`config.mk`:
```
export PLATFORM = sky130hd
export DESIGN_NAME = cdlp_current_demand
export DESIGN_NICKNAME = d
export VERILOG_FILES = /design/src/common/cdlp_pkg.sv /design/src/logic/cdlp_divider.sv /design/src/logic/cdlp_current_demand.sv
export SDC_FILE = /design/constraint.sdc
export NUM_CORES = 2
export LEC_CHECK = 0
export BUFFER_PORTS_ARGS = -buffer_cell sky130_fd_sc_hd__buf_2
export CORE_ASPECT_RATIO = 2
export CORE_MARGIN = 10
export CORE_UTILIZATION = 45
export DETAILED_ROUTE_END_ITERATION = 10
export PLACE_DENSITY = 0.63
export SLEW_MARGIN = 10
export SYNTH_ARGS = -nofsm -noshare
export SYNTH_HDL_FRONTEND = slang
export SYNTH_SLANG_ARGS = --single-unit
```
`constraint.sdc`:
```
create_clock -name clk_i -period 36.3 [get_ports clk_i]
set_input_delay 3.63 -clock clk_i [delete_from_list [all_inputs] [get_ports clk_i]]
set_output_delay 3.63 -clock clk_i [all_outputs]
set_load 0.01 [all_outputs]
```
`src/common/cdlp_pkg.sv`:
```
// Constants, register map and types for the current demand and limit profiler
package cdlp_pkg;
	// ----------------------------------------
	// Widths
	// ----------------------------------------
	localparam int DW = 16;
	localparam int AW = 8;
	localparam int MIN_DIV_W = 30;
	// ----------------------------------------
	// Register offsets
	// ----------------------------------------
	localparam logic [AW-1:0] ADDR_CTRL = 8'h00;
	localparam logic [AW-1:0] ADDR_LOW_BRK = 8'h04;
	localparam logic [AW-1:0] ADDR_HIGH_BRK = 8'h08;
	localparam logic [AW-1:0] ADDR_FIRST_LIM = 8'h0C;
	localparam logic [AW-1:0] ADDR_SECOND_LIM = 8'h10;
	localparam logic [AW-1:0] ADDR_SCALER = 8'h14;
	localparam logic [AW-1:0] ADDR_MAIN_LIM = 8'h18;
	localparam logic [AW-1:0] ADDR_POS_CLAMP = 8'h1C;
	localparam logic [AW-1:0] ADDR_NEG_CLAMP = 8'h20;
	localparam logic [AW-1:0] ADDR_EXTRA = 8'h24;
	localparam logic [AW-1:0] ADDR_STATUS = 8'h28;
	localparam logic [AW-1:0] ADDR_DEMAND = 8'h2C;
	localparam logic [AW-1:0] ADDR_PROFILE = 8'h30;
	// ----------------------------------------
	// Field positions
	// ----------------------------------------
	localparam int CTRL_W = 4;
	localparam int CTRL_ISOLATION = 0;
	localparam int CTRL_SELECTOR = 1;
	localparam int CTRL_TWO_QUADRANT = 2;
	localparam int CTRL_BIPOLAR = 3;
	localparam int STAT_AT_LIMIT = 0;
	localparam int STAT_BUSY = 1;
	localparam int STAT_TWO_QUADRANT = 2;
	// ----------------------------------------
	// Scaling, ranges and reset values (0.01 % per step)
	// ----------------------------------------
	localparam logic signed [DW-1:0] PCT_ZERO = 16'sh0000;
	localparam logic signed [DW-1:0] PCT_FULL = 16'sh2710;
	localparam logic signed [DW-1:0] PCT_MAX = 16'sh4E20;
	localparam logic signed [DW-1:0] PCT_MIN = -16'sh4E20;
	localparam logic signed [DW-1:0] MAIN_LIM_RESET = 16'sh2AF8;
	localparam logic [CTRL_W-1:0] CTRL_RESET = 4'h0;
	localparam int SCALE_DIV = 10000;
	// ----------------------------------------
	// Profiler states
	// ----------------------------------------
	typedef enum logic {CDLP_IDLE, CDLP_WAIT} cdlp_prof_e;
endpackage : cdlp_pkg

```
`src/logic/cdlp_divider.sv`:
```
// Restoring serial divider used for the limit profile slope
`timescale 1ns/1ps
module cdlp_divider import cdlp_pkg::*; #(
	parameter int NW = MIN_DIV_W,
	parameter int VW = DW
) (
	// Clock and reset
	input wire logic clk_i,
	input wire logic reset_i,
	// Request
	input wire logic start_i,
	input wire logic [NW-1:0] dividend_i,
	input wire logic [VW-1:0] divisor_i,
	// Result
	output logic done_o,
	output logic [NW-1:0] quotient_o
);
	localparam int LAT = NW + 1; // Start edge, NW steps, then done registered
	localparam logic [7:0] CNT_ONE = 8'h01;

	typedef struct packed {
		logic [VW:0] rem;
		logic [NW-1:0] quo;
		logic [VW-1:0] dvs;
		logic [7:0] cnt;
		logic busy;
		logic done;
	} cdlp_div_s;

	cdlp_div_s q;
	cdlp_div_s n;
	logic [VW:0] shifted;

	if (NW > 255 || NW < 2) begin : g_chk
		$error("cdlp_divider: NW out of range");
	end

	// One quotient bit per cycle
	always_comb begin
		n = q;
		n.done = 1'b0;
		shifted = {q.rem[VW-1:0], q.quo[NW-1]};
		if (q.busy) begin
			if (shifted >= {1'b0, q.dvs}) begin
				n.rem = shifted - {1'b0, q.dvs};
				n.quo = {q.quo[NW-2:0], 1'b1};
			end else begin
				n.rem = shifted;
				n.quo = {q.quo[NW-2:0], 1'b0};
			end
			n.cnt = q.cnt - CNT_ONE;
			if (q.cnt == CNT_ONE) begin
				n.busy = 1'b0;
				n.done = 1'b1;
			end
		end else if (start_i) begin
			n.rem = '0;
			n.quo = dividend_i;
			n.dvs = divisor_i;
			n.cnt = 8'(NW);
			n.busy = 1'b1;
		end
	end

	// State register
	always_ff @(posedge clk_i) begin
		if (reset_i) begin
			q <= '0;
		end else begin
			q <= n;
		end
	end

	assign done_o = q.done;
	assign quotient_o = q.quo;
endmodule : cdlp_divider

```
`src/logic/cdlp_current_demand.sv`:
```
// Current demand selection, clamp combination and speed-dependent limit profile
//
// Behaviour
// - Selector analogue: use second analogue input
// - Selector field: use field controller demand
// - Isolation replaces speed-loop demand
// - Stop commands cancel isolation
// - Two-quadrant blocks negative demand
// - Non-regenerative build always two-quadrant
// - Speed feedback in, limit clamp out
// - At or below low breakpoint, hold first limit
// - Linear reduction between the breakpoints
// - Above high breakpoint, hold second limit
// - First limit acts only below other clamps
// - Second limit acts only below other clamps
// - Breakpoints range 0 to 100 percent
// - Positive clamp never below negative clamp
// - Scaler multiplies both clamp inputs
// - Extra demand summed onto selected demand
//
// The implementer's own choices: the address-and-strobe port and the register offsets.
`timescale 1ns/1ps
module cdlp_current_demand import cdlp_pkg::*; #(
	parameter bit REGEN_CAPABLE = 1'b1,
	parameter int DIV_W = MIN_DIV_W
) (
	// Clock and reset
	input wire logic clk_i,
	input wire logic reset_i,
	// Register port
	input wire logic [AW-1:0] addr_i,
	input wire logic [31:0] wdata_i,
	input wire logic wr_i,
	input wire logic rd_i,
	output logic [31:0] rdata_o,
	// Loop inputs, 0.01 % per step
	input wire logic signed [DW-1:0] speed_demand_i,
	input wire logic signed [DW-1:0] speed_feedback_i,
	input wire logic signed [DW-1:0] second_analogue_input_i,
	input wire logic signed [DW-1:0] field_demand_i,
	input wire logic signed [DW-1:0] overload_clamp_i,
	// Stop commands
	input wire logic program_stop_i,
	input wire logic stop_i,
	// Regulator side
	output logic signed [DW-1:0] current_demand_o,
	output logic signed [DW-1:0] pos_limit_o,
	output logic signed [DW-1:0] neg_limit_o,
	output logic signed [DW-1:0] profile_limit_o,
	output logic at_limit_o
);
	// ----------------------------------------
	// State
	// ----------------------------------------
	typedef struct packed {
		logic [CTRL_W-1:0] ctrl;
		logic signed [DW-1:0] low_speed_breakpoint;
		logic signed [DW-1:0] high_speed_breakpoint;
		logic signed [DW-1:0] first_breakpoint_limit;
		logic signed [DW-1:0] second_breakpoint_limit;
		logic signed [DW-1:0] limit_scaler;
		logic signed [DW-1:0] main_limit;
		logic signed [DW-1:0] positive_clamp_input;
		logic signed [DW-1:0] negative_clamp_input;
		logic signed [DW-1:0] extra_current_demand;
		logic [31:0] rdata;
		logic signed [DW-1:0] sel_demand;
		logic signed [DW-1:0] demand;
		logic signed [DW-1:0] pos_lim;
		logic signed [DW-1:0] neg_lim;
		logic signed [DW-1:0] profile;
		logic signed [DW-1:0] base;
		logic rising;
		logic at_limit;
		cdlp_prof_e pstate;
	} cdlp_main_s;

	cdlp_main_s q;
	cdlp_main_s n;
	logic div_start;
	logic [DIV_W-1:0] div_dividend;
	logic [DW-1:0] div_divisor;
	logic div_done;
	logic [DIV_W-1:0] div_quotient;

	if (DIV_W < MIN_DIV_W) begin : g_chk
		$error("cdlp_current_demand: DIV_W too small for the slope product");
	end

	// ----------------------------------------
	// Helpers
	// ----------------------------------------
	function automatic logic signed [DW-1:0] sat(input logic signed [31:0] v,
		input logic signed [DW-1:0] lo, input logic signed [DW-1:0] hi);
		if (v < 32'(lo)) begin
			return lo;
		end else if (v > 32'(hi)) begin
			return hi;
		end
		return v[DW-1:0];
	endfunction : sat

	function automatic logic signed [DW-1:0] smin(input logic signed [DW-1:0] a,
		input logic signed [DW-1:0] b);
		return (a < b) ? a : b;
	endfunction : smin

	function automatic logic signed [DW-1:0] smax(input logic signed [DW-1:0] a,
		input logic signed [DW-1:0] b);
		return (a > b) ? a : b;
	endfunction : smax

	function automatic logic signed [DW-1:0] scale(input logic signed [DW-1:0] c,
		input logic signed [DW-1:0] s);
		logic signed [31:0] p;
		p = (32'(c) * 32'(s)) / SCALE_DIV;
		return sat(p, PCT_MIN, PCT_MAX);
	endfunction : scale

	// ----------------------------------------
	// Next state
	// ----------------------------------------
	logic stop_any;
	logic two_q;
	logic signed [DW-1:0] wval;
	logic signed [DW-1:0] spd;
	logic signed [DW-1:0] lim_diff;
	logic signed [DW-1:0] pos_s;
	logic signed [DW-1:0] neg_s;
	logic signed [DW-1:0] upper_s;
	logic signed [DW-1:0] lower_s;
	logic signed [DW-1:0] lim_all;
	logic signed [DW-1:0] summed;
	logic signed [DW-1:0] clamped;

	always_comb begin
		n = q;
		div_start = 1'b0;
		div_dividend = '0;
		div_divisor = '0;
		stop_any = program_stop_i | stop_i;
		two_q = q.ctrl[CTRL_TWO_QUADRANT] | ~REGEN_CAPABLE;
		wval = wdata_i[DW-1:0];
		spd = (speed_feedback_i < PCT_ZERO) ? -speed_feedback_i : speed_feedback_i;

		// Register writes, values saturated into their ranges
		if (wr_i) begin
			case (addr_i)
				ADDR_CTRL: n.ctrl = wdata_i[CTRL_W-1:0];
				ADDR_LOW_BRK: n.low_speed_breakpoint = sat(32'(wval), PCT_ZERO, PCT_FULL);
				ADDR_HIGH_BRK: n.high_speed_breakpoint = sat(32'(wval), PCT_ZERO, PCT_FULL);
				ADDR_FIRST_LIM: n.first_breakpoint_limit = sat(32'(wval), PCT_ZERO, PCT_MAX);
				ADDR_SECOND_LIM: n.second_breakpoint_limit = sat(32'(wval), PCT_ZERO, PCT_MAX);
				ADDR_SCALER: n.limit_scaler = sat(32'(wval), PCT_ZERO, PCT_MAX);
				ADDR_MAIN_LIM: n.main_limit = sat(32'(wval), PCT_ZERO, PCT_MAX);
				ADDR_POS_CLAMP: n.positive_clamp_input = sat(32'(wval), PCT_MIN, PCT_MAX);
				ADDR_NEG_CLAMP: n.negative_clamp_input = sat(32'(wval), PCT_MIN, PCT_MAX);
				ADDR_EXTRA: n.extra_current_demand = sat(32'(wval), PCT_MIN, PCT_MAX);
				default: ;
			endcase
		end

		// Register reads, data valid the following cycle only
		n.rdata = '0;
		if (rd_i) begin
			case (addr_i)
				ADDR_CTRL: n.rdata = 32'(q.ctrl);
				ADDR_LOW_BRK: n.rdata = {16'h0000, q.low_speed_breakpoint};
				ADDR_HIGH_BRK: n.rdata = {16'h0000, q.high_speed_breakpoint};
				ADDR_FIRST_LIM: n.rdata = {16'h0000, q.first_breakpoint_limit};
				ADDR_SECOND_LIM: n.rdata = {16'h0000, q.second_breakpoint_limit};
				ADDR_SCALER: n.rdata = {16'h0000, q.limit_scaler};
				ADDR_MAIN_LIM: n.rdata = {16'h0000, q.main_limit};
				ADDR_POS_CLAMP: n.rdata = {16'h0000, q.positive_clamp_input};
				ADDR_NEG_CLAMP: n.rdata = {16'h0000, q.negative_clamp_input};
				ADDR_EXTRA: n.rdata = {16'h0000, q.extra_current_demand};
				ADDR_STATUS: begin
					n.rdata[STAT_AT_LIMIT] = q.at_limit;
					n.rdata[STAT_BUSY] = (q.pstate == CDLP_WAIT);
					n.rdata[STAT_TWO_QUADRANT] = two_q;
				end
				ADDR_DEMAND: n.rdata = {16'h0000, q.demand};
				ADDR_PROFILE: n.rdata = {16'h0000, q.profile};
				default: n.rdata = '0;
			endcase
		end

		// Demand source: isolation picks a source unless a stop is active
		if (q.ctrl[CTRL_ISOLATION] && !stop_any) begin
			n.sel_demand = q.ctrl[CTRL_SELECTOR] ? field_demand_i
				: second_analogue_input_i;
		end else begin
			n.sel_demand = speed_demand_i;
		end

		// Sum, clamp, then block negative demand in two-quadrant mode
		summed = sat(32'(q.sel_demand) + 32'(q.extra_current_demand), PCT_MIN, PCT_MAX);
		clamped = smax(smin(summed, q.pos_lim), q.neg_lim);
		n.at_limit = (clamped != summed);
		if (two_q && clamped < PCT_ZERO) begin
			clamped = PCT_ZERO;
		end
		n.demand = clamped;

		// Clamp combination
		pos_s = scale(q.positive_clamp_input, q.limit_scaler);
		neg_s = q.ctrl[CTRL_BIPOLAR] ? scale(q.negative_clamp_input, q.limit_scaler)
			: pos_s;
		upper_s = q.ctrl[CTRL_BIPOLAR] ? smax(pos_s, -neg_s) : pos_s;
		lower_s = -neg_s;
		lim_all = smin(smin(q.main_limit, overload_clamp_i), q.profile);
		n.pos_lim = smin(upper_s, lim_all);
		n.neg_lim = smin(smax(lower_s, -lim_all), n.pos_lim);

		// Speed profile of the limit
		lim_diff = q.first_breakpoint_limit - q.second_breakpoint_limit;
		case (q.pstate)
			CDLP_IDLE: begin
				if (spd <= q.low_speed_breakpoint) begin
					n.profile = q.first_breakpoint_limit;
				end else if (q.high_speed_breakpoint <= q.low_speed_breakpoint
					|| spd >= q.high_speed_breakpoint) begin
					n.profile = q.second_breakpoint_limit;
				end else begin
					div_start = 1'b1;
					div_dividend = DIV_W'(
						(lim_diff < PCT_ZERO ? -32'(lim_diff) : 32'(lim_diff))
						* 32'(spd - q.low_speed_breakpoint));
					div_divisor = q.high_speed_breakpoint - q.low_speed_breakpoint;
					n.base = q.first_breakpoint_limit;
					n.rising = (lim_diff < PCT_ZERO);
					n.pstate = CDLP_WAIT;
				end
			end
			CDLP_WAIT: begin
				if (div_done) begin
					n.profile = q.rising ? q.base + div_quotient[DW-1:0]
						: q.base - div_quotient[DW-1:0];
					n.pstate = CDLP_IDLE;
				end
			end
			default: n.pstate = CDLP_IDLE;
		endcase
	end

	// ----------------------------------------
	// State register
	// ----------------------------------------
	always_ff @(posedge clk_i) begin
		if (reset_i) begin
			q <= '0;
			q.ctrl <= CTRL_RESET;
			q.low_speed_breakpoint <= PCT_FULL;
			q.high_speed_breakpoint <= PCT_FULL;
			q.first_breakpoint_limit <= PCT_MAX;
			q.second_breakpoint_limit <= PCT_MAX;
			q.limit_scaler <= PCT_FULL;
			q.main_limit <= MAIN_LIM_RESET;
			q.positive_clamp_input <= PCT_FULL;
			q.negative_clamp_input <= PCT_FULL;
			q.profile <= PCT_MAX;
			q.pstate <= CDLP_IDLE;
		end else begin
			q <= n;
		end
	end

	// Slope divider
	cdlp_divider #(.NW(DIV_W), .VW(DW)) u_div (
		.clk_i(clk_i),
		.reset_i(reset_i),
		.start_i(div_start),
		.dividend_i(div_dividend),
		.divisor_i(div_divisor),
		.done_o(div_done),
		.quotient_o(div_quotient)
	);

	// Outputs straight from flip-flops
	assign rdata_o = q.rdata;
	assign current_demand_o = q.demand;
	assign pos_limit_o = q.pos_lim;
	assign neg_limit_o = q.neg_lim;
	assign profile_limit_o = q.profile;
	assign at_limit_o = q.at_limit;

	if (!REGEN_CAPABLE) begin : g_nonregen

	end
endmodule : cdlp_current_demand

```
-- Yosys cells after proc, flatten, opt, wreduce, memory -nomap -nowiden
Cells that the tools add are included.
- output and inout port bits: 97
- memories kept: 0
- ROM bits: 0
- bits in latches: 0
- register bits after elaboration: 351
- input port bits: 126
- word-level logic and storage cells: 201
- bits in writable memories: 0
- muxes and demuxes: 89
- div/mod/pow operators: 2
- order comparisons: 25
- add/sub/neg operators: 12
- multipliers: 3
- equal/unequal tests: 16
- bitwise logic cells: 6
- reduce and logical (&&, ||, !) cells: 22
- shifts and indexed selects: 0
- operators by type and width (operator ; number):
    $mux W16 ; 43
    $pmux W13 S12 ; 1
    $mux W46 ; 2
    $mux W30 ; 3
    $lt A16 B16 Y1 ; 5
    $mux W71 ; 1
    $div A32 B15 Y32 const B ; 2
    $gt A32 B16 Y1 const B ; 2
    $lt A16 B1 Y1 const B ; 4
    $lt A32 B16 Y1 const B ; 2
    $mul A16 B16 Y32 ; 2
    $sub A16 B16 Y16 ; 4
    $gt A16 B16 Y1 ; 3
    $neg A16 Y16 ; 3
    $eq A8 B6 Y1 const B ; 5
    $pmux W3 S13 ; 1
    $mux W1 ; 33
    $eq A8 B5 Y1 const B ; 4
    $le A16 B16 Y1 ; 2
    $mul A32 B17 Y30 ; 1
    $mux W32 ; 1
    $neg A16 Y32 ; 1
    $pmux W16 S2 ; 1
    $reduce_and A2 Y1 ; 12
    other kinds (29) ; 37

-- Longest topological paths before layout
- word-level depth: 15
- mapped depth: 163
- depth with buffers taken out: 140

-- Cells and area by module
From an unflattened synthesis, not the netlist that was laid out.
- cells, all modules: 9565
- area, all modules: 74940.6 µm²
- modules (own cells, without submodules) (module ; area an instance (µm²) ; cells an instance ; sequential area each (µm²) ; times used):
    cdlp_current_demand ; 70639.0 ; 9015 ; 5265.0 ; 1
    cdlp_divider ; 4301.6 ; 550 ; 1441.4 ; 1

-- Worst setup path after synthesis
OpenSTA, ideal clock, no wires.
- path type: flip-flop to flip-flop
- start point: reg q[162] (netlist bit)
- end point: reg q, in the netlist neg_limit_o[4]
- setup slack: 4.861 ns
- path buffers: 15
- data arrival time: 31.373 ns
- clock period less this slack: 31.439 ns
- required time: 36.234 ns
- cell stages (with the launch flop): 148
- library setup time: 0.066 ns
- path through: dfxtp_1 clkbuf_1 clkbuf_1 nand2_1 inv_1 fa_1 inv_1 fa_1 inv_1 fa_1 fa_1 fa_1 inv_1 fa_1 inv_1 ha_1 clkbuf_1 a21oi_1 [112 not listed] ha_1 a21oi_1 nor2b_1 o21ai_0 nand2b_1 a21oi_1 nor2b_1 o21ai_0 nand3_1 a21oi_1 nor2_1 a2111oi_1 o2111a_2 or2_1 buf_2 buf_12 nand2_1 a21oi_2
- word-level cells in the longest chain between the ends: 15
- elaborated cells on any way between the ends: 19
- ends and longest elaborated chain (element ; line ; text):
    start, declared ; cdlp_current_demand.sv:78 ; cdlp_main_s q;
    start signal, assigned ; cdlp_current_demand.sv:264 ; q <= n;
    $mul A16 B16 Y32 * ; cdlp_current_demand.sv:116 ; p = (32'(c) * 32'(s)) / SCALE_DIV;
    $div A32 B15 Y32 * ; cdlp_current_demand.sv:116 ;
    $gt A32 B16 Y1 ; cdlp_current_demand.sv:97 ; end else if (v > 32'(hi)) begin
    $mux W1 ; cdlp_current_demand.sv:97 ;
    $mux W1 ; cdlp_current_demand.sv:95 ; if (v < 32'(lo)) begin
    $mux W16 * ; cdlp_current_demand.sv:100 ; return v[DW-1:0];
    $mux W16 * ; cdlp_current_demand.sv:207 ; neg_s = q.ctrl[CTRL_BIPOLAR] ? scale(q.negative_clamp_input, q.limit_scaler)
    $neg A16 Y16 * ; cdlp_current_demand.sv:209, cdlp_current_demand.sv:210 ;
    $gt A16 B16 Y1 ; cdlp_current_demand.sv:110 ; return (a > b) ? a : b;
    $mux W16 ; cdlp_current_demand.sv:110 ;
    $mux W16 ; cdlp_current_demand.sv:209 ; upper_s = q.ctrl[CTRL_BIPOLAR] ? smax(pos_s, -neg_s) : pos_s;
    $lt A16 B16 Y1 ; cdlp_current_demand.sv:105 ; return (a < b) ? a : b;
    $mux W16 ; cdlp_current_demand.sv:105 ;
    $lt A16 B16 Y1 ; cdlp_current_demand.sv:105 ;
    $mux W16 * ; cdlp_current_demand.sv:105 ;
Mark *: on every way between the ends. The rest lies on a longest branch, timed or not.
A chain may end at the register's enable or synchronous reset.

-- Worst setup path in the final report
- start point: reg q[178] (netlist bit)
- end point: reg q, in the netlist neg_limit_o[1]
- word-level cells in the longest chain between the ends: 15
- elaborated cells on any way between the ends: 19
- ends and longest elaborated chain (element ; line):
    $mul A16 B16 Y32 * ; cdlp_current_demand.sv:116
    $div A32 B15 Y32 * ; cdlp_current_demand.sv:116
    $gt A32 B16 Y1 ; cdlp_current_demand.sv:97
    $mux W1 ; cdlp_current_demand.sv:97
    $mux W1 ; cdlp_current_demand.sv:95
    $mux W16 * ; cdlp_current_demand.sv:100
    $mux W16 ; cdlp_current_demand.sv:207
    $neg A16 Y16 ; cdlp_current_demand.sv:209, cdlp_current_demand.sv:210
    $gt A16 B16 Y1 ; cdlp_current_demand.sv:110
    $mux W16 ; cdlp_current_demand.sv:110
    $mux W16 ; cdlp_current_demand.sv:209
    $lt A16 B16 Y1 ; cdlp_current_demand.sv:105
    $mux W16 ; cdlp_current_demand.sv:105
    $lt A16 B16 Y1 ; cdlp_current_demand.sv:105
    $mux W16 * ; cdlp_current_demand.sv:105
Marked as above.

==> results by group <==
CTS
  – Clock transition at path regs: approximately 0.080 ns
  – CTS buffer count: 31
  – CTS sink count: 335
  – Max clock buf depth: 3
  – Clk root buf: clkbuf_16
  – Latest clock arrival within the worst-skew pair: approximately 0.67 ns
  – CTS tree: done
  – CTS Hold Bufs: 0
  – H-tree Lvls: 1

Layout
  – Filler cells: ~17000
  – Register area: roughly 6700 µm²
  – Area taken by multi-input logic gates: between 60000 and 70000 µm²
  – P&R area growth vs syn: 8.02%
  – Final core occ: 0.488
  – Share of cells above drive strength 1: 0.132
  – Final nets: between 10000 and 15000

Placement
  – GPL Wtd Cong: ~1.0
  – Hpwl dp: 227000 µm
  – Number of port buffers: 190

Logic synthesis
  – Post-synth ARST share: 0
  – Cell Area, Synth: approximately 77000 µm²
  – Post-synth top cells: inv_1 (1206), nand2_1 (869), nor2_1 (856), fa_1 (819), a21oi_1 (566)
  – Post-synth EDFFs: 0
  – Synth area leader: fa_1
  – Syn avg cell area: 8.03 µm²
  – Mapped Cells: 9528
  – Synth warn: 0
  – Top-count cell post-synth: inv_1
  – Main synth FF type: dfxtp_1
  – Yosys reg bits: roughly 340
  – Distinct cells, synth: roughly 200
  – Sequential fraction of the synthesis area: 0.0876
  – Top cells by area, synth: fa_1 (21%), dfxtp_1 (8.8%), ha_1 (8.2%)
  – Area share of the largest cell type after synthesis: 0.214

Routing
  – Wire length per cell: about 23 µm
  – Residual DRC count: 0
  – DRT antenna net count: 0
  – Vias: approximately 71000
  – Drt first pass iters: 9
  – Via density per instance: between 5 and 6
  – Iter 0 DRT Violations: 4511
  – Routed WL: 278000 µm

STA
  – Final Max Tran Viols: 0
  – Period minus WS final: between 30 and 40 ns
  – Normalized max-slew margin: 0.00760
  – Tcrit/Tclk final: 0.940
  – Hold Vio Cnt, Final: 0
  – Final setup fails: 0
  – Least-Margin Pin Slew: ~1.5 ns
  – WHS: 0.452 ns
  – Worst Skew: roughly 0.036 ns
  – Fmax: slightly below 0.03 GHz

Run status
  – Status: completed

Die
  – Chip width: slightly above 300 µm
  – Die Ht: just over 600 µm
  – Initial Util: 0.452
  – Core area: between 150000 and 200000 µm²
  – DIE AREA: about 190000 µm²
  – Std cell rows: around 210
  – Top-Level Pins: approximately 220

Setup path
  – Crit path largest cell delay: roughly 0.70 ns
  – Critical Path AT: 34.70 ns
  – Top cell by count, worst path: a21oi_1
  – Setup Crit Path Kind: reg -> reg
  – Crit path max fanout: 16
  – Setup crit start kind: flop
  – CP Capture Type: flop
  – CP required: approximately 37 ns
  – Slowest CP cell: fa_1

GRT
  – Largest net degree at the start of global routing: ~110
  – Total track usage: 0.287
  – GR Overflow Total: 0
  – First-pass GRT wire length: approximately 420000 µm
  – Number of global-route vias before repair: 73000
  – Initial antenna violation count: 15

Flow run
  – MaxCap Viol Count: 0

Hold path
  – Worst Hold Class: reg -> reg
## routing by layer
metal,vias to the layer above,global-route usage,wire [µm],part of all wire
li1,32800,-,-,-
met2,2419,0.530,144000,0.52
met3,1023,0.0352,12400,0.045
met1,35000,0.275,91300,0.33
met5,-,0,41,0.00015
met4,6,0.262,30300,0.11
## cell families after synthesis
family | Yosys count | share of synthesized area
AOI/OAI and AO/OA | 2317 | 0.223
xor gates and xnor gates | 527 | 0.0626
other | 2 | 0.0000981
buffers and inverters | 1733 | 0.100
adders and majority gates | 1346 | 0.300
and+or+nand+nor | 3075 | 0.200
muxes | 193 | 0.0270
DFF | 335 | 0.0876
## sequential cells by signal, summed over array words and instances (netlist names)
| signal | count |
|---|---|
| q | 182 |
| u_div.q | 41 |
| u_div.quotient_o | 30 |
| current_demand_o | 16 |
| neg_limit_o | 16 |
| pos_limit_o | 16 |
| profile_limit_o | 16 |
| rdata_o | 16 |
| at_limit_o | 1 |
| u_div.done_o | 1 |
## through the flow
stage	instances	setup TNS, ns	cell area, µm²	setup slack [ns]
global route	12000	-0.199	82700	-0.0580
global placement	11900	0	80300	0.0494
CTS	12000	0	81400	0.206
floorplan	9633	0	76900	4.86
finish	12000	0	82700	2.18
detailed placement	11900	0	80300	0.322
## layout by cell type (no fill, tap or decap), types with 74 or more instances in the layout
master / n
nand2_1: 869
dfxtp_1: 305
buf_4: 371
nor3_1: 127
inv_1: 1202
xnor2_1: 349
and2_1: 299
ha_1: 499
xor2_1: 129
nor2b_1: 74
o211ai_1: 82
nand3_1: 197
fa_1: 819
conb_1: 107
nand4_1: 88
buf_2: 191
o21ai_0: 301
a31oi_1: 86
mux2i_1: 138
a21o_1: 119
nor2_1: 851
a21oi_1: 561
nand2b_1: 99
a211oi_1: 118
## critical path, delay by kind of cell, from the launching register on
kind	cells	cell delay [ns]
adders and majority gates	13	5.70
DFF	1	0.53
AOI/OAI and AO/OA	58	14.93
and+or+nand+nor	44	8.32
buffers and inverters	18	2.68
muxes	3	0.91
xor gates and xnor gates	3	0.84
## area by class of cell
cell class / count / area share
multi-input cells: 7565 / 0.768
flip-flops and latches: 335 / 0.0816
inverters: 1209 / 0.0551
repair buffers: 574 / 0.0479
well taps: 2268 / 0.0343
clock buffers: 36 / 0.00985
clock inverters: 22 / 0.00274
diodes: 6 / 0.000182
## worst paths after layout
| check | from | to | slack [ns] | cells past startpoint |
|---|---|---|---|---|
| setup / recovery | q[178] | neg_limit_o[1] | 2.18 | 139 |
| hold / removal | u_div.q[24] | u_div.q[24] | 0.45 | 2 |
| setup reg to reg | q[178] | neg_limit_o[1] | 2.18 | 139 |
| hold reg to reg | u_div.q[24] | u_div.q[24] | 0.45 | 2 |
## timing repair
item	4_1_cts	5_1_grt
buffers inserted	0	44
endpoints found under the setup margin	0	32
gates resized for setup	0	168
Power is not shown: default switching activity piles up to over one toggle a cycle in this logic, so the estimate is an artifact.
